## config.mk

```make
export PLATFORM = sky130hd
export DESIGN_NAME = inc_ctrl
export DESIGN_NICKNAME = d
export VERILOG_FILES = /design/src/rtl/inc_pkg.sv /design/src/rtl/inc_pick.sv /design/src/rtl/inc_ctrl.sv
export SDC_FILE = /design/constraint.sdc
export NUM_CORES = 1
export LEC_CHECK = 0
export ABC_AREA = 1
export BUFFER_PORTS_ARGS = -buffer_cell sky130_fd_sc_hd__clkbuf_2
export CORE_UTILIZATION = 50
export CTS_CLUSTER_DIAMETER = 100
export CTS_CLUSTER_SIZE = 16
export DETAILED_ROUTE_END_ITERATION = 6
export GPL_TIMING_DRIVEN = 0
export PLACE_DENSITY = 0.78
export SYNTH_ARGS = -nofsm -noshare
export SYNTH_HDL_FRONTEND = slang
export SYNTH_SLANG_ARGS = --single-unit
export TNS_END_PERCENT = 5
```

## constraint.sdc

```tcl
create_clock -name clk_sys -period 5.5 [get_ports clk_sys]
set_input_delay 0.825 -clock clk_sys [delete_from_list [all_inputs] [get_ports clk_sys]]
set_output_delay 0.825 -clock clk_sys [all_outputs]
set_load 0.005 [all_outputs]
```

## src/rtl/inc_pkg.sv

```systemverilog
// Constants, register map and state encodings for the interrupt nesting controller.
package inc_pkg;
    localparam int N_SRC = 24;
    localparam int SRC_W = 5;
    localparam int ADDR_W = 8;
    localparam int EV_W = 4;

    // Register byte offsets on the AXI4-Lite slave.
    localparam logic [7:0] OFF_REQ0L = 8'h00;
    localparam logic [7:0] OFF_REQ0H = 8'h04;
    localparam logic [7:0] OFF_REQ1L = 8'h08;
    localparam logic [7:0] OFF_MSK0L = 8'h0C;
    localparam logic [7:0] OFF_MSK0H = 8'h10;
    localparam logic [7:0] OFF_MSK1L = 8'h14;
    localparam logic [7:0] OFF_PRI0L = 8'h18;
    localparam logic [7:0] OFF_PRI0H = 8'h1C;
    localparam logic [7:0] OFF_PRI1L = 8'h20;
    localparam logic [7:0] OFF_PSW = 8'h24;
    localparam logic [7:0] OFF_EVSTAT = 8'h28;
    localparam logic [7:0] OFF_EVMASK = 8'h2C;
    localparam logic [7:0] OFF_STATE = 8'h30;

    // Reset values and status word layout.
    localparam logic [7:0] REQ_RST = 8'h00;
    localparam logic [7:0] MSK_RST = 8'hFF;
    localparam logic [7:0] PRI_RST = 8'hFF;
    localparam logic [7:0] PSW_RST = 8'h02;
    localparam logic [EV_W-1:0] EVM_RST = 4'h0;
    localparam int PSW_IE = 7;
    localparam int PSW_ISP = 1;

    // Vector table addresses.
    localparam logic [15:0] VEC_SW = 16'h003E;
    localparam logic [15:0] VEC_NMI = 16'h0004;
    localparam logic [15:0] VEC_MASK_BASE = 16'h0006;

    // Event status bit positions.
    localparam int EV_SW = 0;
    localparam int EV_NMI = 1;
    localparam int EV_MASK = 2;
    localparam int EV_RET = 3;

    localparam logic [1:0] RESP_OKAY = 2'h0;
    localparam logic [1:0] RESP_SLVERR = 2'h2;

    typedef enum logic [5:0] {
        S_IDLE = 6'h01,
        S_PUSH_PSW = 6'h02,
        S_PUSH_PC = 6'h04,
        S_FETCH = 6'h08,
        S_POP_PC = 6'h10,
        S_POP_PSW = 6'h20
    } inc_state_e;

    typedef enum logic [1:0] {
        K_NONE = 2'h0,
        K_SW = 2'h1,
        K_NMI = 2'h2,
        K_MASK = 2'h3
    } inc_kind_e;
endpackage : inc_pkg

```

## src/rtl/inc_pick.sv

```systemverilog
// Lowest-index set bit finder, used as the default priority order among sources.
module inc_pick #(
    parameter int N = 24,
    parameter int W = 5
) (
    // Candidates
    input wire logic [N-1:0] vec,
    // Result
    output logic found,
    output logic [W-1:0] idx
);
    always_comb begin
        found = 1'b0;
        idx = '0;
        for (int i = N - 1; i >= 0; i--) begin
            if (vec[i]) begin
                found = 1'b1;
                idx = W'(i);
            end
        end
    end
endmodule : inc_pick

```

## src/rtl/inc_ctrl.sv

```systemverilog
// Interrupt acceptance, nesting and context save/restore sequencing with an AXI4-Lite register file.
//
// Behaviour
// - Break instruction always takes a software interrupt.
// - Push status, push PC, clear enable, vector 003E.
// - Break-return restores saved context from stack.
// - Without global enable only non-maskable requests nest.
// - Every acknowledgment clears the global enable.
// - Nest equal or higher priority, refuse lower.
// - Refused requests stay pending until later acceptance.
// - Non-maskable servicing blocks all but break.
// - High-priority servicing nests only high-priority maskables.
// - Low-priority or software servicing nests any maskable.
// - Priority flag 0 high, 1 low, three registers.
// - After hold instructions acceptance waits one instruction.
// - Break is not hold but blocks maskables.
// - Priority flags never affect request flag setting.
// - Maskable pending needs request set, mask clear.
// - Maskable acknowledgment copies source priority into status.
// - Non-maskable acknowledgment sets in-service flag until return.
//
// Design decisions made here: the AXI4-Lite interface to the registers and the register addresses.
module inc_ctrl
    import inc_pkg::*;
(
    // Clock and reset
    input wire logic clk_sys,
    input wire logic rst,
    // Instruction boundary from the sequencer
    input wire logic instr_done,
    input wire logic instr_hold,
    input wire logic instr_brk,
    input wire logic instr_break_return_instr,
    input wire logic instr_handler_return_instr,
    input wire logic instr_ei,
    input wire logic instr_di,
    input wire logic [15:0] pc_ret,
    // Interrupt sources
    input wire logic nmi_req,
    input wire logic [N_SRC-1:0] src_req,
    // Stack port
    output logic stk_valid,
    output logic stk_push,
    output logic [15:0] stk_wdata,
    input wire logic [15:0] stk_rdata,
    input wire logic stk_ready,
    // Vector fetch and PC reload
    output logic vec_valid,
    output logic [15:0] vec_addr,
    input wire logic vec_ready,
    output logic pc_load,
    output logic [15:0] pc_load_addr,
    output logic [SRC_W-1:0] ack_src,
    output logic [7:0] program_status_word,
    output logic irq,
    // AXI4-Lite slave
    input wire logic [ADDR_W-1:0] s_axi_awaddr,
    input wire logic s_axi_awvalid,
    output logic s_axi_awready,
    input wire logic [31:0] s_axi_wdata,
    input wire logic [3:0] s_axi_wstrb,
    input wire logic s_axi_wvalid,
    output logic s_axi_wready,
    output logic [1:0] s_axi_bresp,
    output logic s_axi_bvalid,
    input wire logic s_axi_bready,
    input wire logic [ADDR_W-1:0] s_axi_araddr,
    input wire logic s_axi_arvalid,
    output logic s_axi_arready,
    output logic [31:0] s_axi_rdata,
    output logic [1:0] s_axi_rresp,
    output logic s_axi_rvalid,
    input wire logic s_axi_rready
);
    typedef struct packed {
        inc_state_e st;
        inc_kind_e kind;
        logic [7:0] program_status_word;
        logic [N_SRC-1:0] req;
        logic [N_SRC-1:0] mk;
        logic [N_SRC-1:0] pr;
        logic nmi_pend;
        logic nonmaskable_in_service;
        logic sw_serv;
        logic bus_hold;
        logic ret_b;
        logic [15:0] sv_pc;
        logic [15:0] vec;
        logic [15:0] stk_wd;
        logic pc_ld;
        logic [SRC_W-1:0] src;
        logic [EV_W-1:0] stat;
        logic [EV_W-1:0] emsk;
        logic aw_got;
        logic w_got;
        logic [ADDR_W-1:0] awaddr;
        logic [7:0] wdata;
        logic wen;
        logic bvalid;
        logic [1:0] bresp;
        logic rvalid;
        logic [31:0] rdata;
        logic [1:0] rresp;
    } inc_ctl_s;

    localparam inc_ctl_s CTL_RST = '{
        st: S_IDLE, kind: K_NONE, program_status_word: PSW_RST, req: {3{REQ_RST}}, mk: {3{MSK_RST}},
        pr: {3{PRI_RST}}, emsk: EVM_RST, default: '0};

    inc_ctl_s q;
    inc_ctl_s d;
    logic [N_SRC-1:0] pend;
    logic [N_SRC-1:0] hi;
    logic any_found;
    logic hi_found;
    logic [SRC_W-1:0] any_idx;
    logic [SRC_W-1:0] hi_idx;
    logic [SRC_W-1:0] pick;
    logic blocked;
    logic isp_eff;
    logic mask_ok;
    logic take;
    logic [EV_W-1:0] ev;

    ////////////////////////////////////////////////////////////////////////////
    // Source selection: programmable priority first, then lowest index.

    assign pend = q.req & ~q.mk;
    assign hi = pend & ~q.pr;

    inc_pick #(.N(N_SRC), .W(SRC_W)) u_pick_any (
        .vec(pend),
        .found(any_found),
        .idx(any_idx)
    );

    inc_pick #(.N(N_SRC), .W(SRC_W)) u_pick_hi (
        .vec(hi),
        .found(hi_found),
        .idx(hi_idx)
    );

    assign pick = hi_found ? hi_idx : any_idx;
    // A software handler behaves as a low-priority one for nesting purposes.
    assign isp_eff = q.program_status_word[PSW_ISP] | q.sw_serv;
    // Under high-priority service only flag-0 sources qualify; nothing maskable under NMI.
    assign mask_ok = q.program_status_word[PSW_IE] && !q.nonmaskable_in_service && any_found && (isp_eff || hi_found);
    assign blocked = instr_hold | instr_break_return_instr | instr_handler_return_instr | instr_ei | instr_di | q.bus_hold;

    ////////////////////////////////////////////////////////////////////////////
    // Next-state logic.

    always_comb begin
        d = q;
        d.pc_ld = 1'b0;
        ev = '0;
        take = 1'b0;
        // Bus read; reading the event status clears it.
        if (q.rvalid && s_axi_rready) begin
            d.rvalid = 1'b0;
        end
        if (s_axi_arvalid && !q.rvalid) begin
            d.rvalid = 1'b1;
            d.rresp = RESP_OKAY;
            d.rdata = '0;
            case (s_axi_araddr)
                OFF_REQ0L: d.rdata[7:0] = q.req[7:0];
                OFF_REQ0H: d.rdata[7:0] = q.req[15:8];
                OFF_REQ1L: d.rdata[7:0] = q.req[23:16];
                OFF_MSK0L: d.rdata[7:0] = q.mk[7:0];
                OFF_MSK0H: d.rdata[7:0] = q.mk[15:8];
                OFF_MSK1L: d.rdata[7:0] = q.mk[23:16];
                OFF_PRI0L: d.rdata[7:0] = q.pr[7:0];
                OFF_PRI0H: d.rdata[7:0] = q.pr[15:8];
                OFF_PRI1L: d.rdata[7:0] = q.pr[23:16];
                OFF_PSW: d.rdata[7:0] = q.program_status_word;
                OFF_EVSTAT: begin
                    d.rdata[EV_W-1:0] = q.stat;
                    d.stat = '0;
                end
                OFF_EVMASK: d.rdata[EV_W-1:0] = q.emsk;
                OFF_STATE: d.rdata[7:0] = {q.nonmaskable_in_service, q.sw_serv, q.st};
                default: d.rresp = RESP_SLVERR;
            endcase
        end
        // Bus write; address and data may arrive in either order.
        if (q.bvalid && s_axi_bready) begin
            d.bvalid = 1'b0;
        end
        if (s_axi_awvalid && s_axi_awready) begin
            d.aw_got = 1'b1;
            d.awaddr = s_axi_awaddr;
        end
        if (s_axi_wvalid && s_axi_wready) begin
            d.w_got = 1'b1;
            d.wdata = s_axi_wdata[7:0];
            d.wen = s_axi_wstrb[0];
        end
        if (instr_done) begin
            d.bus_hold = 1'b0;
        end
        if (q.aw_got && q.w_got) begin
            d.aw_got = 1'b0;
            d.w_got = 1'b0;
            d.bvalid = 1'b1;
            d.bresp = RESP_OKAY;
            case (q.awaddr)
                OFF_REQ0L: d.req[7:0] = q.wen ? q.wdata : q.req[7:0];
                OFF_REQ0H: d.req[15:8] = q.wen ? q.wdata : q.req[15:8];
                OFF_REQ1L: d.req[23:16] = q.wen ? q.wdata : q.req[23:16];
                OFF_MSK0L: d.mk[7:0] = q.wen ? q.wdata : q.mk[7:0];
                OFF_MSK0H: d.mk[15:8] = q.wen ? q.wdata : q.mk[15:8];
                OFF_MSK1L: d.mk[23:16] = q.wen ? q.wdata : q.mk[23:16];
                OFF_PRI0L: d.pr[7:0] = q.wen ? q.wdata : q.pr[7:0];
                OFF_PRI0H: d.pr[15:8] = q.wen ? q.wdata : q.pr[15:8];
                OFF_PRI1L: d.pr[23:16] = q.wen ? q.wdata : q.pr[23:16];
                OFF_PSW: d.program_status_word = q.wen ? q.wdata : q.program_status_word;
                OFF_EVMASK: d.emsk = q.wen ? q.wdata[EV_W-1:0] : q.emsk;
                OFF_EVSTAT, OFF_STATE: d.bresp = RESP_OKAY;
                default: d.bresp = RESP_SLVERR;
            endcase
            // Touching request, mask, priority or status word defers acceptance a boundary.
            if (q.awaddr <= OFF_PSW) begin
                d.bus_hold = 1'b1;
            end
        end
        // Acceptance decision at an instruction boundary.
        if (q.st == S_IDLE && instr_done) begin
            if (instr_ei) begin
                d.program_status_word[PSW_IE] = 1'b1;
            end
            if (instr_di) begin
                d.program_status_word[PSW_IE] = 1'b0;
            end
            if (instr_brk) begin
                take = 1'b1;
                d.kind = K_SW;
                d.vec = VEC_SW;
                d.sw_serv = 1'b1;
                ev[EV_SW] = 1'b1;
            end else if (instr_break_return_instr || instr_handler_return_instr) begin
                d.ret_b = instr_break_return_instr;
                d.st = S_POP_PC;
            end else if (!blocked && q.nmi_pend && !q.nonmaskable_in_service) begin
                take = 1'b1;
                d.kind = K_NMI;
                d.vec = VEC_NMI;
                d.nonmaskable_in_service = 1'b1;
                d.nmi_pend = 1'b0;
                d.program_status_word[PSW_ISP] = 1'b0;
                ev[EV_NMI] = 1'b1;
            end else if (!blocked && mask_ok) begin
                take = 1'b1;
                d.kind = K_MASK;
                d.src = pick;
                d.vec = VEC_MASK_BASE + 16'({pick, 1'b0});
                d.program_status_word[PSW_ISP] = q.pr[pick];
                d.req[pick] = 1'b0;
                ev[EV_MASK] = 1'b1;
            end
            if (take) begin
                d.st = S_PUSH_PSW;
                d.stk_wd = {8'h00, q.program_status_word};
                d.sv_pc = pc_ret;
                d.program_status_word[PSW_IE] = 1'b0;
            end
        end
        unique case (q.st)
            S_IDLE: d.pc_ld = 1'b0;
            S_PUSH_PSW: begin
                if (stk_ready) begin
                    d.st = S_PUSH_PC;
                    d.stk_wd = q.sv_pc;
                end
            end
            S_PUSH_PC: d.st = stk_ready ? S_FETCH : S_PUSH_PC;
            S_FETCH: d.st = vec_ready ? S_IDLE : S_FETCH;
            S_POP_PC: begin
                if (stk_ready) begin
                    d.sv_pc = stk_rdata;
                    d.st = S_POP_PSW;
                end
            end
            S_POP_PSW: begin
                if (stk_ready) begin
                    d.program_status_word = stk_rdata[7:0];
                    d.pc_ld = 1'b1;
                    d.st = S_IDLE;
                    ev[EV_RET] = 1'b1;
                    // One break level is tracked; a nested break loses the outer mark.
                    if (q.ret_b) begin
                        d.sw_serv = 1'b0;
                    end else begin
                        d.nonmaskable_in_service = 1'b0;
                    end
                end
            end
            default: d.st = S_IDLE;
        endcase
        // Hardware sets win over every clear in the same cycle; priority plays no part.
        d.req = d.req | src_req;
        d.nmi_pend = d.nmi_pend | nmi_req;
        d.stat = d.stat | ev;
    end

    always_ff @(posedge clk_sys or posedge rst) begin
        if (rst) begin
            q <= CTL_RST;
        end else begin
            q <= d;
        end
    end

    ////////////////////////////////////////////////////////////////////////////
    // Outputs.

    assign stk_valid = q.st[1] | q.st[2] | q.st[4] | q.st[5];
    assign stk_push = q.st[1] | q.st[2];
    assign stk_wdata = q.stk_wd;
    assign vec_valid = (q.st == S_FETCH);
    assign vec_addr = q.vec;
    assign pc_load = q.pc_ld;
    assign pc_load_addr = q.sv_pc;
    assign ack_src = q.src;
    assign program_status_word = q.program_status_word;
    assign irq = |(q.stat & q.emsk);
    assign s_axi_awready = !q.aw_got && !q.bvalid;
    assign s_axi_wready = !q.w_got && !q.bvalid;
    assign s_axi_bresp = q.bresp;
    assign s_axi_bvalid = q.bvalid;
    assign s_axi_arready = !q.rvalid;
    assign s_axi_rdata = q.rdata;
    assign s_axi_rresp = q.rresp;
    assign s_axi_rvalid = q.rvalid;
endmodule : inc_ctrl

```

After elaboration in Yosys (flattened, before gate mapping)
Cells that the tools add are included.
Widths: inputs -> output; s select.
Word-level totals
  logic and storage cells: 333
  bits in registers: 188
  output and inout bits: 107
  input bits: 125
Cells by class
  order comparisons: 3
  $add $sub $neg: 1
  bitwise logic cells: 22
  multiplexer cells: 200
  reduce and logical (&&, ||, !) cells: 44
  eq/ne operators: 31
Operators by type and width (number)
  $mux 5: 49
  $mux 8: 22
  $mux 16: 10
  $mux 24: 5
  $eq 8x6->1 const B: 10
  $mux 80: 1
  $mux 1: 78
  $and 24x24->24: 3
  $not 24->24: 3
  $eq 8x5->1 const B: 8
  $pmux 4 s13: 1
  $mux 48: 1
  $pmux 4 s11: 1
  $mux 6: 6
  $pmux 6 s6: 1
  $mux 35: 1
  $eq 8x4->1 const B: 4
  $mux 2: 14
  $reduce_and 3->1: 9
  $reduce_or 13->1: 2
  $or 24x24->24: 1
  $eq 8x3->1 const B: 2
  $logic_and 1x1->1: 16
  $logic_not 8->1: 2
  26 further kinds: 51

Longest topological paths before layout
  depth in word-level cells: 40
  gate-level depth with buffers: 37
  depth with buffers taken out: 37

Hierarchy
Synthesis repeated with hierarchy kept, for this count alone.
Second synthesis, totals
  cells, all modules: 1458
  area total of the unflattened synthesis: 10650.2 µm²
By module, submodules not included
  inc_ctrl: seq. area each 4416.7 µm², cells an instance 1300, instances 1, area an instance 10002.1 µm²
  inc_pick: seq. area each 0.0 µm², cells an instance 79, instances 2, area an instance 324.1 µm²

Worst setup path before layout
Ideal clock, no wire load.
  kind: reg-to-reg
  start point: register q[158] (netlist name)
  end point: register q, in the netlist vec_addr[4]
  setup time: 121 ps
  stages on the path, launching flop included: 20
  data required time: 5379 ps
  arrival time: 2362 ps
  setup slack: 3016 ps
  period minus slack after synthesis: 2484 ps
  path buffers: 2
  path through: dfstp_2 nor2_1 inv_1 or2_1 nand2_1 nor2_1 nand2_1 nor2_1 inv_1 nor2_4 inv_2 o31ai_1 inv_2 nor2_1 inv_2 nor2_2 nor2_2 buf_2 buf_2 o22a_1
Between the ends
  cells in the longest elaborated chain, start to end: 20
  elaborated cells between the ends (all ways): 59
  classes of those cells: add/sub: 1; mux: 49; bitwise: 3; reduce/logical: 6
Ends and longest elaborated chain
  from (decl): RTL line inc_ctrl.sv:110  | inc_ctl_s q;
  from (signal assigned): RTL line inc_ctrl.sv:308  | q <= CTL_RST;
  from (signal assigned): RTL line inc_ctrl.sv:310  | q <= d;
  $not 24->24 (*): RTL line inc_ctrl.sv:128  | assign pend = q.req & ~q.mk;
  $and 24x24->24 (*): RTL line inc_ctrl.sv:128
  $and 24x24->24: RTL line inc_ctrl.sv:129  | assign hi = pend & ~q.pr;
  $mux 5 / $mux 1 (equally long branches) (11 in a row): RTL line inc_pick.sv:16  | if (vec[i]) begin
  $mux 5: RTL line inc_ctrl.sv:143  | assign pick = hi_found ? hi_idx : any_idx;
  $add 3x6->7: RTL line inc_ctrl.sv:256  | d.vec = VEC_MASK_BASE + 16'({pick, 1'b0});
  $mux 16: RTL line inc_ctrl.sv:252  | end else if (!blocked && mask_ok) begin
  $mux 16: RTL line inc_ctrl.sv:244  | end else if (!blocked && q.nmi_pend && !q.nonmaskable_in_service) begin
  $mux 16: RTL line inc_ctrl.sv:241  | end else if (instr_break_return_instr || instr_handler_return_instr) begin
  $mux 16: RTL line inc_ctrl.sv:235  | if (instr_brk) begin
Every way passes the cells marked *; elsewhere a longest branch is shown, timed or not. The select of a mux whose other input is x is not followed.
A chain may end at the register's enable or synchronous reset.

==> impl_metrics.py <==
metrics = {
    "sta": {
        "finalClockSkew_ns": 0.00838,
        "worst_pin_slew_ns": 0.745,
        "hold_viol_final": 0,
        "rsz0062_at_grt": "no",
        "slew_viol_final": 0,
        "min_period_over_period_pct": 58.2,
        "slew_headroom_pct": 49.8,
        "max_freq_mhz": 313,
        "setup_violations": 0,
        "fin_crit_ns": 3.20,
    },
    "run_status": {
        "status": "complete, no violations",
    },
    "power": {
        "leakage_uw": 0.00601,
        "peakVddDrop_mv": 0.236,
        "pwr-share-seq_pct": 40.7,
        "power.internal_uw": 3020,
        "power_uw": 4810,
        "switching_share_pct": 37.1,
        "pwr_density_cell_nw_per_um2": 405,
        "p_comb_share_pct": 33.7,
        "power_frac_clock_pct": 25.6,
        "power.switching_uw": 1790,
    },
    "clock_network": {
        "htreeDepth": 4,
        "post_cts_buffers": 0,
        "clock_path_buffers": 2,
        "cts.sink_count": 174,
        "root_buffer": "clkbuf_16",
        "cts_tree": "yes",
        "clock_latency_ns": 0.44,
        "path_clk_slew_ns": 0.07,
        "post_cts_resize_count": 0,
        "cts-hold-fix-buffers": 0,
        "cts_buffers": 17,
    },
    "synth": {
        "synth_top_family_by_area": "simple AND/OR/NAND/NOR gates",
        "ys.flop_type": "dfrtp_1",
        "synth_top_area_share_pct": 31.2,
        "muxShareOfSynthArea_pct": 0.565,
        "netlist-cell-type-count": 47,
        "syn-cell-area_um2": 9960,
        "synth_top_area_cell": "dfrtp_1",
        "postSynthAreaPerCell_um2": 7.49,
        "synth_edf_count": 0,
        "ys_ff_latch": 174,
        "async_flop_share_pct": 100,
        "synth-xor-area-share_pct": 0,
        "synth-simple-area-share_pct": 23.5,
        "synthAdderAreaFrac_pct": 0.503,
        "synth.area.top_cells": "dfrtp_1, dfstp_2, nand2_1",
        "postSynthCellCount": 1329,
        "synth_compound_area_share_pct": 16.1,
        "yosysWarnings": 0,
        "ys_seq_area_share_pct": 44.4,
    },
    "route": {
        "via_count": 9674,
        "drt_pass1_iterations": 6,
        "remaining_drc_errors": 0,
        "wl_per_cell_um": 17.4,
        "drtIter0Drc": 793,
        "drt_wl_total_um": 31800,
        "routed_via_density": 5.29,
        "final_antenna_net_count": 0,
    },
    "global_route": {
        "grt_pass1_vias": 8888,
        "grt_util_all_layers_pct": 32.0,
        "grt_overflow": 0,
        "grt_pass1_wl_um": 48800,
        "antenna_found_initial": 0,
        "grt_max_degree": 98,
    },
    "finish": {
        "mostFrequentLayoutCells": "nand2_1, clkbuf_2, nor2_1, inv_1, dfrtp_1",
        "area_delta_synth_final_pct": 19.3,
        "diodes": 0,
        "nets": 1681,
        "nFillCells": 1795,
        "drive_gt1_share_pct": 25.0,
        "final_common_cell": "nand2_1",
        "final_core_util_pct": 61.1,
    },
    "floorplanning": {
        "die_area_um2": 20500,
        "start_util_pct": 51.2,
        "die_h_um": 143,
        "io_pins": 232,
        "fp.dieW_um": 143,
        "num_rows": 51,
        "coreArea_um2": 19500,
    },
    "critical_path": {
        "cp.arrival_ns": 3.56,
        "cp-end-kind": "flop",
        "worstPathRequired_ns": 5.86,
        "critPathLaunchType": "flop",
        "crit_fanout": 9,
        "path_class": "reg -> reg",
    },
    "placement": {
        "gp_congestion": 1.03,
        "place_hpwl_um": 24900,
        "numPortBuffers": 168,
    },
    "hold_path": {
        "hp-class": "in -> async",
    },
    "run": {
        "maxCapViolCount": 0,
    },
}
## synth_stat cells, drive strengths merged, types with 5 or more instances
cell / n
a21oi: 40
a221oi: 15
a31oi: 32
buf: 104
clkbuf: 19
dfrtp: 124
dfstp: 50
inv: 166
mux2: 5
nand2: 342
nand3: 42
nor2: 163
nor3: 16
o21ai: 133
o21bai: 13
o22ai: 24
or2: 5
## layout make-up
class,count,area (um^2),share of cell area (%)
well taps,265,332,2.79
repair buffers,169,868,7.31
flip-flops and latches,174,4420,37.2
clock inverters,11,130,1.10
multi-input cells,898,4190,35.2
plain buffers,123,848,7.14
inverters,169,644,5.42
clock buffers,20,457,3.84
## worst paths after layout
path	start	endpoint	slack, ns	cells past startpoint
hold / removal	rst	s_axi_rvalid$_DFFE_PP0P_	0.45	2
setup reg to reg	q[163]$_DFFE_PP1P_	q[194]$_DFF_PP0_	2.30	17
min in group clk_sys	s_axi_rdata[7]$_DFFE_PP0P_	s_axi_rdata[7]$_DFFE_PP0P_	0.48	1
setup / recovery	q[163]$_DFFE_PP1P_	q[194]$_DFF_PP0_	2.30	17
hold reg to reg	s_axi_rdata[7]$_DFFE_PP0P_	s_axi_rdata[7]$_DFFE_PP0P_	0.48	1
max in group asynchronous	rst	q[149]$_DFFE_PP1P_	4.17	3
## power by group through the flow
| stage | sequential (uW) | combinational, uW | clock [uW] |
|---|---|---|---|
| after floorplan | 1840 | 1070 | 0 |
| after global placement | 1950 | 1570 | 0 |
| after detailed placement | 1960 | 1600 | 0 |
| after CTS | 1940 | 1610 | 1230 |
| after global routing | 1990 | 1800 | 1290 |
| final | 1960 | 1620 | 1230 |
## metal layers
metal | part of all wire, % | global-route usage (%) | wire, um
met5 | 0 | 0 | 0
met1 | 43 | 43.2 | 13700
met3 | 8.0 | 4.80 | 2550
met2 | 46 | 51.0 | 14500
met4 | 3.5 | 14.1 | 1100
## flip-flops by register name (all words and copies together) (netlist names)
register / flops
program_status_word: 8
q: 110
s_axi_rresp: 1
ack_src: 5
s_axi_rdata: 8
s_axi_bvalid: 1
s_axi_bresp: 1
stk_wdata: 16
pc_load_addr: 16
vec_addr: 6
s_axi_rvalid: 1
pc_load: 1
## through the flow
stage / setup WS (ns) / hold slack, ns / instance area, um^2 / cells / setup TNS [ns]
after floorplan: 0.0409 / 0.441 / 10100 / 1364 / 0
after global placement: -1.95 / 0.462 / 11300 / 1797 / -242.90
after detailed placement: 2.39 / 0.469 / 11300 / 1798 / 0
after CTS: 2.35 / 0.482 / 11900 / 1829 / 0
after global routing: 1.86 / 0.504 / 11900 / 1829 / 0
final: 2.30 / 0.445 / 11900 / 1829 / 0
## critical path, stage by stage, from the launching register on
cell      delay (ns)
dfstp_2         0.59
nor2_1          0.07
inv_1           0.10
or2_1           0.13
nand2_1         0.07
nor2_1          0.16
nand2_1         0.18
nor2_1          0.12
inv_1           0.09
nor2_4          0.12
inv_2           0.07
o31ai_1         0.34
inv_2           0.07
nand3_1         0.29
inv_2           0.18
nand2_1         0.29
nor2_1          0.08
o21bai_1        0.16
## cells by family after synthesis
group                    after synthesis
AND/OR/NAND/NOR                      577
AO/OA/AOI/OAI                        276
multiplexers                           5
flip-flops                           174
other                                  1
buffers and inverters                292
adder cells (fa/ha/maj)                4
Power figures use the tool's default switching activity.
